File: src/hw/lvc_map.svh
// register offsets, field positions, reset values and timing figures
// assumes inclusion by the level control top, the monitor and the testbench
`ifndef LVC_MAP_SVH
`define LVC_MAP_SVH

// ----------------------------------------------------------------
// register offsets on the control port
// ----------------------------------------------------------------
`define LVC_ADDR_MODE 7'h7b
`define LVC_ADDR_THRESH_TIMES 7'h7c
`define LVC_ADDR_RESTART_GAIN 7'h7d

// ----------------------------------------------------------------
// reset values
// ----------------------------------------------------------------
`define LVC_MODE_RESET 8'h00
`define LVC_THRESH_TIMES_RESET 8'h00
`define LVC_THRESH_TIMES_MASK 8'h7f

// ----------------------------------------------------------------
// mode register fields
// ----------------------------------------------------------------
`define LVC_RATE_SELECT_HI 7
`define LVC_RATE_SELECT_LO 6
`define LVC_COUNT_LIMIT_HI 5
`define LVC_COUNT_LIMIT_LO 4
`define LVC_RECOVERY_MODE_HI 3
`define LVC_RECOVERY_MODE_LO 2
`define LVC_DETECT_BOTH_BIT 1
`define LVC_ENABLE_BIT 0

// ----------------------------------------------------------------
// thresholds and times register fields
// ----------------------------------------------------------------
`define LVC_RECOVERY_THRESH_HI 6
`define LVC_RECOVERY_THRESH_LO 5
`define LVC_ATTACK_THRESH_HI 4
`define LVC_ATTACK_THRESH_LO 3
`define LVC_RECOVERY_TIME_HI 2
`define LVC_RECOVERY_TIME_LO 1
`define LVC_ATTACK_TIME_BIT 0

// ----------------------------------------------------------------
// sample rates in khz
// ----------------------------------------------------------------
`define LVC_RATE_96_KHZ 16'd96
`define LVC_RATE_48_KHZ 16'd48
`define LVC_RATE_32_KHZ 16'd32

// ----------------------------------------------------------------
// times in ms
// ----------------------------------------------------------------
`define LVC_ATTACK_TIME_0_MS 16'd1
`define LVC_ATTACK_TIME_1_MS 16'd4
`define LVC_RECOVERY_TIME_0_MS 16'd32
`define LVC_RECOVERY_TIME_1_MS 16'd64
`define LVC_RECOVERY_TIME_2_MS 16'd128
`define LVC_RECOVERY_TIME_3_MS 16'd256

// ----------------------------------------------------------------
// limited recovery counter limits
// ----------------------------------------------------------------
`define LVC_COUNT_LIMIT_0 5'd3
`define LVC_COUNT_LIMIT_1 5'd7
`define LVC_COUNT_LIMIT_2 5'd15
`define LVC_COUNT_LIMIT_3 5'd31

// ----------------------------------------------------------------
// magnitude thresholds, bits 22 to 7 of 24-bit magnitude vs full scale
// ----------------------------------------------------------------
`define LVC_LEVEL_0_DB 16'hffff
`define LVC_LEVEL_M1_DB 16'he429
`define LVC_LEVEL_M2_DB 16'hcb58
`define LVC_LEVEL_M3_DB 16'hb539
`define LVC_LEVEL_M4_DB 16'ha186
`define LVC_LEVEL_M6_DB 16'h804d

// ----------------------------------------------------------------
// gain reduction bounds
// ----------------------------------------------------------------
`define LVC_GAIN_NONE 8'h00
`define LVC_GAIN_MAX 8'hff

`endif

File: src/hw/lvc_pkg.sv
// types shared by the level control files
// assumes lvc_map.svh is on the include path
package lvc_pkg;

	typedef enum logic [1:0] {
		LVC_RATE_96K,
		LVC_RATE_48K,
		LVC_RATE_32K,
		LVC_RATE_RSVD
	} lvc_rate_t;

	typedef enum logic [1:0] {
		LVC_REC_NONE,
		LVC_REC_NORMAL,
		LVC_REC_LIMITED,
		LVC_REC_RSVD
	} lvc_rec_mode_t;

	typedef struct packed {
		logic wr;
		logic rd;
		logic [6:0] addr;
		logic [7:0] wdata;
	} lvc_reg_req_t;

	typedef struct packed {
		logic [23:0] left;
		logic [23:0] right;
	} lvc_stereo_t;

endpackage : lvc_pkg

File: src/hw/lvc_interval_timer.sv
// sample-tick interval timer: pulses once each time its condition has held for target ticks
// assumes tick_in is one clock wide per sample period
`timescale 1ns/100ps
module lvc_interval_timer #(
	parameter int WIDTH = 16
) (
	input wire logic mclk_in,
	input wire logic rst_n_in,
	input wire logic clear_in,
	input wire logic run_in,
	input wire logic tick_in,
	input wire logic [WIDTH-1:0] target_in,
	output logic done_out
);
	import lvc_pkg::*;

	logic [WIDTH-1:0] count;
	logic [WIDTH-1:0] next_count;

	assign next_count = count + {{(WIDTH-1){1'b0}}, 1'b1};

	// ----------------------------------------------------------------
	// counting
	// ----------------------------------------------------------------
	always_ff @(posedge mclk_in or negedge rst_n_in) begin
		if (!rst_n_in) begin
			count <= '0;
			done_out <= 1'b0;
		end else if (clear_in || !run_in) begin
			count <= '0;
			done_out <= 1'b0;
		end else if (tick_in) begin
			if (next_count >= target_in) begin
				count <= '0;
				done_out <= 1'b1;
			end else begin
				count <= next_count;
				done_out <= 1'b0;
			end
		end else begin
			done_out <= 1'b0;
		end
	end

endmodule : lvc_interval_timer

File: src/hw/lvc_level_control.sv
// level control core: mode and threshold registers, level detect, attack and recovery of gain reduction
// assumes the control port decodes register accesses into one-cycle requests in this clock domain
// assumes one converter sample pair per sample_valid_in pulse
`timescale 1ns/100ps
`include "lvc_map.svh"

module lvc_level_control #(
	parameter int TIMER_WIDTH = 16
) (
	input wire logic mclk_in,
	input wire logic rst_n_in,
	input wire lvc_pkg::lvc_reg_req_t reg_req_in,
	output logic [7:0] reg_rdata_out,
	output logic reg_rvalid_out,
	input wire logic sample_valid_in,
	input wire lvc_pkg::lvc_stereo_t sample_in,
	output logic [7:0] gain_reduction_out,
	output logic limiting_out
);
	import lvc_pkg::*;

	// ----------------------------------------------------------------
	// functions
	// ----------------------------------------------------------------
	function automatic logic [15:0] magnitude(input logic [23:0] s);
		logic [23:0] m;
		m = s[23] ? (~s + 24'h000001) : s;
		if (m[23]) begin
			magnitude = 16'hffff;
		end else begin
			magnitude = m[22:7];
		end
	endfunction : magnitude

	function automatic logic [15:0] rate_khz(input lvc_rate_t r);
		case (r)
			LVC_RATE_96K: rate_khz = `LVC_RATE_96_KHZ;
			LVC_RATE_48K: rate_khz = `LVC_RATE_48_KHZ;
			LVC_RATE_32K: rate_khz = `LVC_RATE_32_KHZ;
			default: rate_khz = `LVC_RATE_96_KHZ;
		endcase
	endfunction : rate_khz

	function automatic logic [TIMER_WIDTH-1:0] samples(input logic [15:0] ms, input logic [15:0] khz);
		logic [31:0] p;
		p = ms * khz;
		samples = p[TIMER_WIDTH-1:0];
	endfunction : samples

	// ----------------------------------------------------------------
	// registers
	// ----------------------------------------------------------------
	logic [7:0] level_control_mode;
	logic [7:0] level_control_thresholds_times;
	logic restart;
	logic mode_hit;
	logic thresh_hit;
	logic restart_hit;

	assign mode_hit = (reg_req_in.addr == `LVC_ADDR_MODE);
	assign thresh_hit = (reg_req_in.addr == `LVC_ADDR_THRESH_TIMES);
	assign restart_hit = (reg_req_in.addr == `LVC_ADDR_RESTART_GAIN);

	always_ff @(posedge mclk_in or negedge rst_n_in) begin
		if (!rst_n_in) begin
			level_control_mode <= `LVC_MODE_RESET;
		end else if (reg_req_in.wr && mode_hit) begin
			level_control_mode <= reg_req_in.wdata;
		end
	end

	always_ff @(posedge mclk_in or negedge rst_n_in) begin
		if (!rst_n_in) begin
			level_control_thresholds_times <= `LVC_THRESH_TIMES_RESET;
		end else if (reg_req_in.wr && thresh_hit) begin
			level_control_thresholds_times <= reg_req_in.wdata & `LVC_THRESH_TIMES_MASK;
		end
	end

	// write strobe alone restarts, data never looked at
	assign restart = reg_req_in.wr && restart_hit;

	always_ff @(posedge mclk_in or negedge rst_n_in) begin
		if (!rst_n_in) begin
			reg_rdata_out <= 8'h00;
			reg_rvalid_out <= 1'b0;
		end else begin
			reg_rvalid_out <= reg_req_in.rd;
			if (reg_req_in.rd) begin
				if (mode_hit) begin
					reg_rdata_out <= level_control_mode;
				end else if (thresh_hit) begin
					reg_rdata_out <= level_control_thresholds_times;
				end else if (restart_hit) begin
					reg_rdata_out <= gain_reduction_out;
				end else begin
					reg_rdata_out <= 8'h00;
				end
			end
		end
	end

	// ----------------------------------------------------------------
	// field decode
	// ----------------------------------------------------------------
	lvc_rate_t rate_select;
	lvc_rec_mode_t recovery_mode_select;
	logic [1:0] limit_code;
	logic detect_both_channels;
	logic level_control_enable;
	logic [1:0] recovery_threshold;
	logic [1:0] attack_threshold;
	logic [1:0] recovery_time_select;
	logic attack_time_select;

	assign rate_select = lvc_rate_t'(level_control_mode[`LVC_RATE_SELECT_HI:`LVC_RATE_SELECT_LO]);
	assign limit_code = level_control_mode[`LVC_COUNT_LIMIT_HI:`LVC_COUNT_LIMIT_LO];
	assign recovery_mode_select =
		lvc_rec_mode_t'(level_control_mode[`LVC_RECOVERY_MODE_HI:`LVC_RECOVERY_MODE_LO]);
	assign detect_both_channels = level_control_mode[`LVC_DETECT_BOTH_BIT];
	assign level_control_enable = level_control_mode[`LVC_ENABLE_BIT];
	assign recovery_threshold =
		level_control_thresholds_times[`LVC_RECOVERY_THRESH_HI:`LVC_RECOVERY_THRESH_LO];
	assign attack_threshold = level_control_thresholds_times[`LVC_ATTACK_THRESH_HI:`LVC_ATTACK_THRESH_LO];
	assign recovery_time_select =
		level_control_thresholds_times[`LVC_RECOVERY_TIME_HI:`LVC_RECOVERY_TIME_LO];
	assign attack_time_select = level_control_thresholds_times[`LVC_ATTACK_TIME_BIT];

	logic [4:0] limited_recovery_count_limit;
	logic [15:0] attack_level;
	logic [15:0] recovery_level;
	logic [15:0] attack_ms;
	logic [15:0] recovery_ms;

	always_comb begin
		case (limit_code)
			2'b00: limited_recovery_count_limit = `LVC_COUNT_LIMIT_0;
			2'b01: limited_recovery_count_limit = `LVC_COUNT_LIMIT_1;
			2'b10: limited_recovery_count_limit = `LVC_COUNT_LIMIT_2;
			default: limited_recovery_count_limit = `LVC_COUNT_LIMIT_3;
		endcase
	end

	always_comb begin
		case (attack_threshold)
			2'b00: attack_level = `LVC_LEVEL_0_DB;
			2'b01: attack_level = `LVC_LEVEL_M1_DB;
			2'b10: attack_level = `LVC_LEVEL_M2_DB;
			default: attack_level = `LVC_LEVEL_M4_DB;
		endcase
	end

	always_comb begin
		case (recovery_threshold)
			2'b00: recovery_level = `LVC_LEVEL_M2_DB;
			2'b01: recovery_level = `LVC_LEVEL_M3_DB;
			2'b10: recovery_level = `LVC_LEVEL_M4_DB;
			default: recovery_level = `LVC_LEVEL_M6_DB;
		endcase
	end

	always_comb begin
		case (recovery_time_select)
			2'b00: recovery_ms = `LVC_RECOVERY_TIME_0_MS;
			2'b01: recovery_ms = `LVC_RECOVERY_TIME_1_MS;
			2'b10: recovery_ms = `LVC_RECOVERY_TIME_2_MS;
			default: recovery_ms = `LVC_RECOVERY_TIME_3_MS;
		endcase
	end

	assign attack_ms = attack_time_select ? `LVC_ATTACK_TIME_1_MS : `LVC_ATTACK_TIME_0_MS;

	// ----------------------------------------------------------------
	// level detect, captured once per sample
	// ----------------------------------------------------------------
	logic over_attack;
	logic under_recovery;
	logic level_seen;
	logic [15:0] mag_left;
	logic [15:0] mag_right;
	logic left_over;
	logic right_over;

	assign mag_left = magnitude(sample_in.left);
	assign mag_right = magnitude(sample_in.right);
	assign left_over = (mag_left >= attack_level);
	assign right_over = (mag_right >= attack_level);

	always_ff @(posedge mclk_in or negedge rst_n_in) begin
		if (!rst_n_in) begin
			over_attack <= 1'b0;
			under_recovery <= 1'b0;
			level_seen <= 1'b0;
		end else begin
			level_seen <= sample_valid_in;
			if (restart) begin
				over_attack <= 1'b0;
				under_recovery <= 1'b0;
			end else if (sample_valid_in) begin
				// both channels over the limit when detect_both_channels is set, else either one
				if (detect_both_channels) begin
					over_attack <= left_over && right_over;
				end else begin
					over_attack <= left_over || right_over;
				end
				under_recovery <= (mag_left < recovery_level) && (mag_right < recovery_level);
			end
		end
	end

	// ----------------------------------------------------------------
	// attack and recovery timers
	// ----------------------------------------------------------------
	logic attack_done;
	logic recovery_done;
	logic recovery_allowed;
	logic [4:0] recovery_count;
	logic attack_run;
	logic recovery_run;
	logic [TIMER_WIDTH-1:0] attack_target;
	logic [TIMER_WIDTH-1:0] recovery_target;

	always_comb begin
		case (recovery_mode_select)
			LVC_REC_NORMAL: recovery_allowed = 1'b1;
			LVC_REC_LIMITED: recovery_allowed = (recovery_count < limited_recovery_count_limit);
			default: recovery_allowed = 1'b0;
		endcase
	end

	assign attack_run = level_control_enable && over_attack;
	assign recovery_run = level_control_enable && under_recovery && recovery_allowed
		&& (gain_reduction_out != `LVC_GAIN_NONE);
	assign attack_target = samples(attack_ms, rate_khz(rate_select));
	assign recovery_target = samples(recovery_ms, rate_khz(rate_select));

	lvc_interval_timer #(
		.WIDTH(TIMER_WIDTH)
	) u_attack_timer (
		.mclk_in(mclk_in),
		.rst_n_in(rst_n_in),
		.clear_in(restart),
		.run_in(attack_run),
		.tick_in(level_seen),
		.target_in(attack_target),
		.done_out(attack_done)
	);

	lvc_interval_timer #(
		.WIDTH(TIMER_WIDTH)
	) u_recovery_timer (
		.mclk_in(mclk_in),
		.rst_n_in(rst_n_in),
		.clear_in(restart),
		.run_in(recovery_run),
		.tick_in(level_seen),
		.target_in(recovery_target),
		.done_out(recovery_done)
	);

	// ----------------------------------------------------------------
	// gain reduction state
	// ----------------------------------------------------------------
	always_ff @(posedge mclk_in or negedge rst_n_in) begin
		if (!rst_n_in) begin
			gain_reduction_out <= `LVC_GAIN_NONE;
		end else if (restart || !level_control_enable) begin
			gain_reduction_out <= `LVC_GAIN_NONE;
		end else if (attack_done && gain_reduction_out != `LVC_GAIN_MAX) begin
			gain_reduction_out <= gain_reduction_out + 8'h01;
		end else if (recovery_done && recovery_allowed && gain_reduction_out != `LVC_GAIN_NONE) begin
			gain_reduction_out <= gain_reduction_out - 8'h01;
		end
	end

	always_ff @(posedge mclk_in or negedge rst_n_in) begin
		if (!rst_n_in) begin
			recovery_count <= 5'd0;
		end else if (restart || !level_control_enable || attack_done) begin
			recovery_count <= 5'd0;
		end else if (recovery_done && recovery_mode_select == LVC_REC_LIMITED && recovery_allowed) begin
			recovery_count <= recovery_count + 5'd1;
		end
	end

	always_ff @(posedge mclk_in or negedge rst_n_in) begin
		if (!rst_n_in) begin
			limiting_out <= 1'b0;
		end else begin
			limiting_out <= level_control_enable && !restart && (gain_reduction_out != `LVC_GAIN_NONE);
		end
	end

endmodule : lvc_level_control

File: config.mk
export PLATFORM = sky130hd
export DESIGN_NAME = lvc_level_control
export DESIGN_NICKNAME = d
export VERILOG_FILES = /design/src/hw/lvc_pkg.sv /design/src/hw/lvc_interval_timer.sv /design/src/hw/lvc_level_control.sv
export VERILOG_INCLUDE_DIRS = /design/src /design/src/hw
export SDC_FILE = /design/constraint.sdc
export NUM_CORES = 1
export LEC_CHECK = 0
export ABC_AREA = 1
export ABC_CLOCK_PERIOD_IN_PS = 3760
export BUFFER_PORTS_ARGS = -buffer_cell sky130_fd_sc_hd__buf_2
export CORE_MARGIN = 4
export CORE_UTILIZATION = 45
export CTS_CLUSTER_DIAMETER = 60
export DETAILED_ROUTE_END_ITERATION = 7
export PLACE_DENSITY = 0.66
export SLEW_MARGIN = 25
export SYNTH_ARGS = -nofsm -noshare
export SYNTH_HDL_FRONTEND = slang
export SYNTH_SLANG_ARGS = --single-unit
File: constraint.sdc
create_clock -name mclk_in -period 3.76 [get_ports mclk_in]
set_input_delay 0.376 -clock mclk_in [delete_from_list [all_inputs] [get_ports mclk_in]]
set_output_delay 0.376 -clock mclk_in [all_outputs]
set_load 0.02 [all_outputs]
==> results of run 1 <==
[sequential cells by signal (all words and copies together), names as in the netlist]
name,cells
u_attack_timer.count,16
u_recovery_timer.count,16
gain_reduction_out,8
level_control_mode,8
reg_rdata_out,8
level_control_thresholds_times,7
recovery_count,5
level_seen,1
limiting_out,1
over_attack,1
reg_rvalid_out,1
u_attack_timer.done_out,1
u_recovery_timer.done_out,1
under_recovery,1
[routing by layer]
metal	track usage, %	vias to the layer above
li1	-	3623
met1	28.48	3103
met5	0	-
met4	4.031	0
met3	2.924	19
met2	33.08	127
[through the flow]
step	power [mW]	utilization (%)	hold slack (ps)	TNS (ps)	instances
2_1_floorplan	1.836	-	80.41	0	1043
6_report	3.159	53.77	39.51	-1787	1369
3_3_place_gp	2.180	51.36	461.2	-620.3	1351
5_1_grt	3.430	53.77	91.76	-4183	1369
4_1_cts	3.179	53.59	199.1	-2182	1369
3_5_place_dp	2.204	51.36	462.0	-2127	1351
[logic make-up (layout without fill, tap and decap cells)]
group                      count (synthesis)  count (layout)  share of synthesized area [%]
xor gates and xnor gates                  33              33                          3.919
DFF                                       75              75                          25.45
buffers and inverters                    166             276                          8.687
other                                      1               1                        0.05085
AOI/OAI and AO/OA                        169             169                          13.01
and+or+nand+nor                          483             483                          28.81
muxes                                      1               1                         0.1527
adders and majority gates                115             115                          19.92
[cell type report]
cell class / count / area (um^2) / share of cell area (%)
multi-input cells: 802 / 4932 / 57.53
well taps: 216 / 270.3 / 3.152
repair buffers: 105 / 585.6 / 6.830
clock inverters: 7 / 98.84 / 1.153
flip-flops and latches: 75 / 1877 / 21.89
clock buffers: 9 / 225.2 / 2.627
inverters: 155 / 584.3 / 6.816
[power groups by stage]
stage	Combinational [mW]	Clock (mW)	Sequential (mW)
global route	1.43	1.01	0.991
global placement	1.19	0	0.992
detailed placement	1.21	0	0.990
CTS	1.23	0.969	0.977
finish	1.23	0.952	0.978
floorplan	0.807	0	1.03
[cell usage in the layout, fill, tap and decap left out, drive strengths merged, types with 2 or more instances in the layout]
master,synthesis,final
a211oi,3,3
bufinv,0,2
nand3,52,52
nand2,262,262
o211ai,2,2
ha,111,111
clkbuf,6,9
xor2,20,20
o22ai,10,10
o21ai,84,84
nand3b,4,4
clkinv,2,4
a21o,3,3
nor3b,3,3
nand4,18,18
a21boi,2,2
inv,153,155
nor2,121,121
xnor2,13,13
a21oi,55,55
fa,4,4
and2,2,2
nor4,6,6
buf,5,105
nor3,9,9
dfrtp,75,75
or2,6,6
o21bai,2,2
[how the worst max path moves through the flow]
| stage | from | to | cells after the start |
|---|---|---|---|
| 2_1_floorplan | level_control_mode[6] | u_recovery_timer.count[3] | 19 |
| 3_3_place_gp | level_control_mode[6] | u_recovery_timer.count[2] | 18 |
| 3_5_place_dp | level_control_mode[6] | u_recovery_timer.count[8] | 18 |
| 4_1_cts | level_control_mode[6] | u_recovery_timer.count[0] | 18 |
| 5_1_grt | level_control_mode[6] | u_recovery_timer.count[11] | 18 |
| 6_report | level_control_mode[6] | u_recovery_timer.count[7] | 18 |
[what timing repair did]
item	CTS	global route
setup buffers	2	1
endpoints found under the setup margin	16	17
resized for setup	7	10
gates cloned	0	0
pin swaps	1	1
==> results.yml, run 1 <==
sta:
  worstMarginPinSlew_ps: 788.0
  final.min_clock_period_ps: 3908
  clock.fmax_mhz: 255.9
  hold_violations: 0
  slew-limit-headroom_pct: 47.28
  finalCritPeriodShare_pct: 103.9
  rsz0062_at_grt: "yes"
  finalSetupViolCount: 16
  worst_slack_ps: -147.7
  finClkSkew_ps: 7.904
  drv_slew: 0
cells_and_area:
  syn_to_final_growth_pct: 16.25
  nets: 1331
  drive_gt1_share_pct: 16.83
  final_area_um2: 8573
  nFillCells: 1578
  antennaDiodeCount: 0
critical_path:
  worst_ep_required_time_ps: 4030
  critPathLaunchType: "flip-flop"
  worst_r2r_path_depth: 18
  path_max_fanout: 12
  crit_path_end_kind: "flip-flop"
  crit_top_cell: "ha_1"
  path_buf_inv: 2
  cp_cell_sequence: "ha_4 > inv_2 > nor2_2 > ha_1 > ha_4 > fa_1 > ha_1 > ha_2 > xnor2_2 > xor2_1 > ha_1 > nand2_2 > nor2_2 > a211o_1 > a21oi_2 > nand4_1 > buf_6 > o21ai_1"
  r2r-end: "u_recovery_timer.count[7]"
  crit_slowest_cell: "fa_1"
  worstSetupPathType: "flip-flop to flip-flop"
  timing.rr.start: "level_control_mode[6]"
  crit_path_max_incr_delay_ps: 460
  r2r_setup_slack_ps: -150
  critPathTopFamily: "adder cells"
  crit_arrival_ps: 4180
pwr:
  p_int_mw: 1.958
  p_sw_share_pct: 38.02
  p_per_area_nw_per_um2: 368.4
  switchingPower_mw: 1.201
  power_frac_comb_pct: 38.9
  p_seq_share_pct: 31.0
  leakagePower_nw: 4.620
  clockPowerShare_pct: 30.1
  peakVddDrop_mv: 0.3740
floorplanning:
  fp-row-count: 46
  coreArea_um2: 15940
  start_util_pct: 46.26
  die_w_um: 136.0
  die_h_um: 136.0
  dieArea_um2: 18500
  io_pins: 86
yosys:
  synth_warnings: 0
  synth_nets: 1226
  synth.most_common_cell: "nand2_1"
  ys_top_cells_by_count: "nand2_1 (253), inv_1 (147), ha_1 (111)"
  ys.flop_type: "dfrtp_1"
  netlist_area_um2: 7375
  syn_inst: 1043
  syn_avg_cell_area_um2: 7.071
  yosys-top-cells-area: "dfrtp_1 (25%), ha_1 (19%), nand2_1 (13%)"
  synth_edf_count: 0
  ys_types: 55
  postSynth.asyncResetShare_pct: 100.0
  synth-seq-cells: 75
  yosysSeqAreaShare_pct: 25.45
  synth_top_area_share_pct: 25.45
  yosysTopAreaCell: "dfrtp_1"
clocking:
  cts_buffers: 9
  cts_tree: "done"
  cts_hold_buf: 0
  cts_sinks: 75
  clk-insertion-delay-late_ps: 340
  root_buffer: "clkbuf_16"
  h-tree-depth: 3
  clockBufferDepth: 2
  path_clk_slew_ps: 70
place:
  port_buffers: 85
  routabilityCongestion: 0.8595
  place_area_um2: 8188
  dp_slack_ps: -180.0
  dp_hpwl_um: 14330
detailed_routing:
  drc: 0
  top_layer_used: "met4"
  routed_wl_um: 17940
  drt-pass1-iter-count: 4
  vias: 6872
  wl_met3_um: 760
  ant_nets: 0
  wl_met1_um: 8722
  first_iter_violations: 321
  dr_wl_met2_um: 8259
  wl_per_cell_um: 13.10
  viasPerCell: 5.020
global_route:
  grt_pass1_vias: 6550
  grt_max_degree: 76
  grt_use_total_pct: 20.18
  antenna_found_initial: 0
  grt_pass1_wl_um: 30770
  overflow: 0
run:
  max-cap-violations: 0
hold_path:
  hold_path.class: "input port to asynchronous set/reset pin"
status:
  violations: "negative setup slack"
  outcome: "finished, violations left"
No activity file was read; power rests on OpenSTA's default activity.
==> run 2, diff against run 1 <==
--- a/config.mk
+++ b/config.mk
@@ -9,6 +9,7 @@
 export ABC_AREA = 1
 export ABC_CLOCK_PERIOD_IN_PS = 3760
 export BUFFER_PORTS_ARGS = -buffer_cell sky130_fd_sc_hd__buf_2
+export CORE_ASPECT_RATIO = 1.5
 export CORE_MARGIN = 4
 export CORE_UTILIZATION = 45
 export CTS_CLUSTER_DIAMETER = 60
==> run 2 against run 1 <==
The run still ends with negative setup slack left. Sequential cell count unchanged. First-iteration DRC count grew 32%. Critical endpoint is now u_recovery_timer.count[15]. Sequential share of layout area decreased by 0.23 points.
==> results.yml, run 2 (synthesis gave the netlist of run 1 again) <==
clocking:
  path_clk_slew_ps: 70
  h-tree-depth: 3
  cts_sinks: 75
  clockBufferDepth: 2
  cts_tree: "done"
  root_buffer: "clkbuf_16"
  cts_hold_buf: 0
  clk-insertion-delay-late_ps: 350
  cts_buffers: 9
run:
  max-cap-violations: 0
floorplanning:
  io_pins: 86
  die_w_um: 112.5
  die_h_um: 164.8
  dieArea_um2: 18540
  start_util_pct: 45.75
  fp-row-count: 57
  coreArea_um2: 16120
global_route:
  overflow: 0
  grt_pass1_vias: 6787
  grt_max_degree: 76
  grt_pass1_wl_um: 31560
  antenna_found_initial: 0
  grt_use_total_pct: 20.81
critical_path:
  worst_ep_required_time_ps: 4040
  critPathLaunchType: "flip-flop"
  crit_path_end_kind: "flip-flop"
  r2r-end: "u_recovery_timer.count[15]"
  timing.rr.start: "level_control_mode[6]"
  worst_r2r_path_depth: 19
  worstSetupPathType: "flip-flop to flip-flop"
  path_max_fanout: 5
  r2r_setup_slack_ps: -230
  crit_arrival_ps: 4260
detailed_routing:
  drc: 0
  vias: 6897
  viasPerCell: 5.060
  drt-pass1-iter-count: 5
  ant_nets: 0
  routed_wl_um: 18940
  wl_per_cell_um: 13.90
  first_iter_violations: 424
hold_path:
  hold_path.class: "input port to asynchronous set/reset pin"
sta:
  hold_violations: 0
  finalSetupViolCount: 16
  rsz0062_at_grt: "yes"
  final.min_clock_period_ps: 3989
  clock.fmax_mhz: 250.7
  fin_hold_ws_ps: 54.28
  worst_slack_ps: -229.1
  finalCritPeriodShare_pct: 106.1
  drv_slew: 0
  worstMarginPinSlew_ps: 849.0
  finClkSkew_ps: 15.36
  slew-limit-headroom_pct: 43.19
cells_and_area:
  syn_to_final_growth_pct: 17.48
  top_regs: "u_attack_timer.count (16), u_recovery_timer.count (16)"
  final_area_um2: 8663
  fin_util_pct: 53.75
  nets: 1335
  register_area_um2: 1877
  antennaDiodeCount: 0
  mostFrequentLayoutCells: "nand2_1 (252), inv_1 (144), nor2_1 (107), ha_1 (103), buf_2 (84)"
  drive_gt1_share_pct: 17.89
  mostFrequentLayoutCell: "nand2_1"
  multi_input_area_um2: 5006
  nFillCells: 1624
pwr:
  p_per_area_nw_per_um2: 361.7
  report.power.total_mw: 3.134
  leakagePower_nw: 4.645
  peakVddDrop_mv: 0.2919
place:
  dp_slack_ps: -305.9
  routabilityCongestion: 0.9208
  place_area_um2: 8210
  port_buffers: 85
  dp_hpwl_um: 15560
status:
  outcome: "finished, violations left"
  violations: "negative setup slack"
[run 2: changes by cell type in the layout (fill, tap and decap cells not counted), moves of 2 or more]
| cell | change |
|---|---|
| inv_8 | +4 |
| o21ai_2 | +7 |
| o21ai_1 | -7 |
| bufinv_16 | -2 |
| inv_2 | -2 |
| buf_4 | +2 |
| ha_1 | -5 |
| ha_4 | +4 |
[run 2: worst max-delay path, cell delays in order, from the launching register on]
cell and delay (ps):
dfrtp_1 400, ha_4 300, nand3_2 80, fa_2 340, inv_2 70, ha_4 120, fa_1 440, ha_4 240
ha_4 160, xnor2_2 120, xor2_1 160, ha_1 300, nand2_1 80, nor2_1 50, a211o_1 300, a21oi_2 140
nand4_1 190, buf_4 200, buf_6 120, o21ai_1 100
[run 2: routing by layer]
layer,up-vias,part of all wire [%],track usage (%)
li1,3625,-,-
met1,3154,39,22.36
met2,86,56,41.24
met3,32,2.5,2.126
met4,0,2.6,7.928
met5,-,0,0
[run 2: how the worst max path moves through the flow]
stage                                startpoint                         end  slack (ps)
after CTS                 level_control_mode[6]   u_recovery_timer.count[4]        -220
after detailed placement  level_control_mode[6]   u_recovery_timer.count[4]        -310
after floorplan           level_control_mode[6]   u_recovery_timer.count[3]           9
final                     level_control_mode[6]  u_recovery_timer.count[15]        -230
after global placement    level_control_mode[6]   u_recovery_timer.count[4]        -230
after global routing      level_control_mode[6]   u_recovery_timer.count[3]        -400
[run 2: final cells by class]
class                   count  area share [%]
inverters                 155           6.774
multi-input cells         802           57.78
clock buffers               9           2.600
well taps                 206           2.975
repair buffers            109           7.293
flip-flops and latches     75           21.66
clock inverters             7          0.9099
[run 2: per-stage QoR]
step	setup TNS, ps	std cells
6_report	-2973	1363
5_1_grt	-5615	1363
4_1_cts	-2342	1362
3_5_place_dp	-3304	1344
3_3_place_gp	-2155	1344
2_1_floorplan	0	1043
[run 2: what timing repair did]
item / 4_1_cts / 5_1_grt
resized for setup: 8 / 22
endpoints found under the setup margin: 16 / 17
buffers inserted: 3 / 2
pin swaps: 10 / 12
[run 2: where the power goes]
group          internal [mW]  total [mW]  switching [mW]
registers              0.887       0.984          0.0968
clock network          0.475       0.883           0.407
logic                  0.491        1.27           0.776
==> run 3, diff against run 2 <==
--- a/config.mk
+++ b/config.mk
@@ -14,7 +14,7 @@
 export CORE_UTILIZATION = 45
 export CTS_CLUSTER_DIAMETER = 60
 export DETAILED_ROUTE_END_ITERATION = 7
-export PLACE_DENSITY = 0.66
+export PLACE_DENSITY_LB_ADDON = 0.25
 export SLEW_MARGIN = 25
 export SYNTH_ARGS = -nofsm -noshare
 export SYNTH_HDL_FRONTEND = slang
==> run 3 against run 2 <==
The flow still finishes with violations (negative setup slack). Register-to-register slack better by 90 ps. Critical endpoint is now u_recovery_timer.count[3]. Die area is the same. Highest routed layer unchanged. Critical path type unchanged. Clock skew down 5.8 ps. Maximum frequency increased by 2.3%. Wire length is 3.1% lower. Non-clock buffer count decreased by 4. Global-route usage shrank 0.22 points. Final area down 1.3%.
==> results.yml, run 3 (synthesis gave the netlist of run 1 again) <==
critical_path:
  worst_ep_required_time_ps: 4020
  path_buf_inv: 2
  crit_path_max_incr_delay_ps: 410
  cp_cell_sequence: "ha_4 > nand3_4 > fa_2 > inv_2 > ha_4 > fa_1 > ha_1 > ha_2 > xnor2_2 > xor2_1 > ha_1 > nand2_2 > nor2_2 > a211o_1 > a21oi_2 > nand4_1 > inv_2 > nand2_1 > o21ai_1"
  crit_slowest_cell: "dfrtp_1"
  worstSetupPathType: "flip-flop to flip-flop"
  crit_arrival_ps: 4160
  timing.rr.start: "level_control_mode[6]"
  path_max_fanout: 4
  critPathLaunchType: "flip-flop"
  critPathTopFamily: "adder cells"
  crit_start: "level_control_mode[6]"
  crit_path_end_kind: "flip-flop"
detailed_routing:
  top_layer_used: "met4"
  viasPerCell: 5.050
  wl_per_cell_um: 13.50
  dr_wl_met2_um: 9917
  drt-pass1-iter-count: 4
  wl_met3_um: 566
  ant_nets: 0
  vias: 6863
  wl_met1_um: 7065
  routed_wl_um: 18350
  first_iter_violations: 404
  drc: 0
floorplanning:
  start_util_pct: 45.75
  die_h_um: 164.8
  coreArea_um2: 16120
  io_pins: 86
  dieArea_um2: 18540
  fp-row-count: 57
  die_w_um: 112.5
pwr:
  power_frac_comb_pct: 39.8
  leakagePower_nw: 4.604
  report.power.total_mw: 3.124
  p_sw_share_pct: 38.98
  peakVddDrop_mv: 0.2317
  p_per_area_nw_per_um2: 365.4
  switchingPower_mw: 1.218
  p_int_mw: 1.906
  clockPowerShare_pct: 28.7
  p_seq_share_pct: 31.5
status:
  violations: "negative setup slack"
  outcome: "finished, violations left"
sta:
  drv_slew: 0
  worstMarginPinSlew_ps: 760.0
  finClkSkew_ps: 9.525
  clock.fmax_mhz: 256.4
  finalCritPeriodShare_pct: 103.7
  final.min_clock_period_ps: 3900
  slew-limit-headroom_pct: 49.14
  finalSetupViolCount: 16
  hold_violations: 0
  rsz0062_at_grt: "yes"
  fin_hold_ws_ps: 62.87
  worst_slack_ps: -139.9
  setup_tns_ps: -1795
global_route:
  grt_pass1_vias: 6831
  grt_use_total_pct: 20.59
  grt_max_degree: 76
  overflow: 0
  grt_pass1_wl_um: 31300
  antenna_found_initial: 0
cells_and_area:
  mostFrequentLayoutCell: "nand2_1"
  top_regs: "u_attack_timer.count (16), u_recovery_timer.count (16)"
  syn_to_final_growth_pct: 15.93
  final_area_um2: 8549
  drive_gt1_share_pct: 16.74
  fin_util_pct: 53.04
  nets: 1331
  final_cells: 1359
  antennaDiodeCount: 0
  mostFrequentLayoutCells: "nand2_1 (251), inv_1 (143), ha_1 (107), nor2_1 (106), buf_2 (84)"
place:
  place_inst: 1340
  dp_slack_ps: -223.6
  routabilityCongestion: 0.8952
  port_buffers: 85
  dp_hpwl_um: 15140
  place_area_um2: 8168
run:
  max-cap-violations: 0
clocking:
  path_clk_slew_ps: 60
  cts_hold_buf: 0
  cts_sinks: 75
  clockBufferDepth: 2
  clk-insertion-delay-late_ps: 340
  cts_tree: "done"
  cts_buffers: 9
  h-tree-depth: 3
  root_buffer: "clkbuf_16"
hold_path:
  hold_path.class: "input port to asynchronous set/reset pin"
[run 3: path summary, 6_finish.rpt]
path / cells past startpoint / endpoint / slack (ps)
setup / recovery: 19 / u_recovery_timer.count[3] / -140
hold / removal: 1 / u_recovery_timer.count[3] / 60
setup reg to reg: 19 / u_recovery_timer.count[3] / -140
hold reg to reg: 2 / reg_rdata_out[6] / 480
max in group asynchronous: 1 / gain_reduction_out[2] / 3230
min in group mclk_in: 1 / level_seen / 200
[run 3: power groups by stage]
stage	combinational (mW)	sequential, mW	clock (mW)
after floorplan	0.807	1.03	0
after global placement	1.21	0.996	0
after detailed placement	1.23	0.997	0
after CTS	1.25	0.983	0.906
after global routing	1.44	0.999	0.947
final	1.24	0.983	0.897
[run 3: area by class of cell]
cell class	instances	area [um^2]
fill	1639	7569
multi-input combinational	802	4935
sequential	75	1877
timing repair buffer	105	585.6
inverter	155	584.3
tap	206	257.7
clock buffer	10	239.0
clock inverter	6	71.32
[run 3: metal layers]
layer,up-vias,track usage [%]
li1,3613,-
met1,3093,22.26
met2,116,39.66
met3,41,2.199
met4,0,9.677
met5,-,0
[run 3: what timing repair did]
| action | in CTS | in global routing |
|---|---|---|
| endpoints found under the hold margin | 0 | 0 |
| resized for setup | 11 | 6 |
| endpoints found under the setup margin | 16 | 17 |
| buffers inserted | 2 | 1 |
| pin swaps | 10 | 2 |
| gates cloned | 0 | 0 |
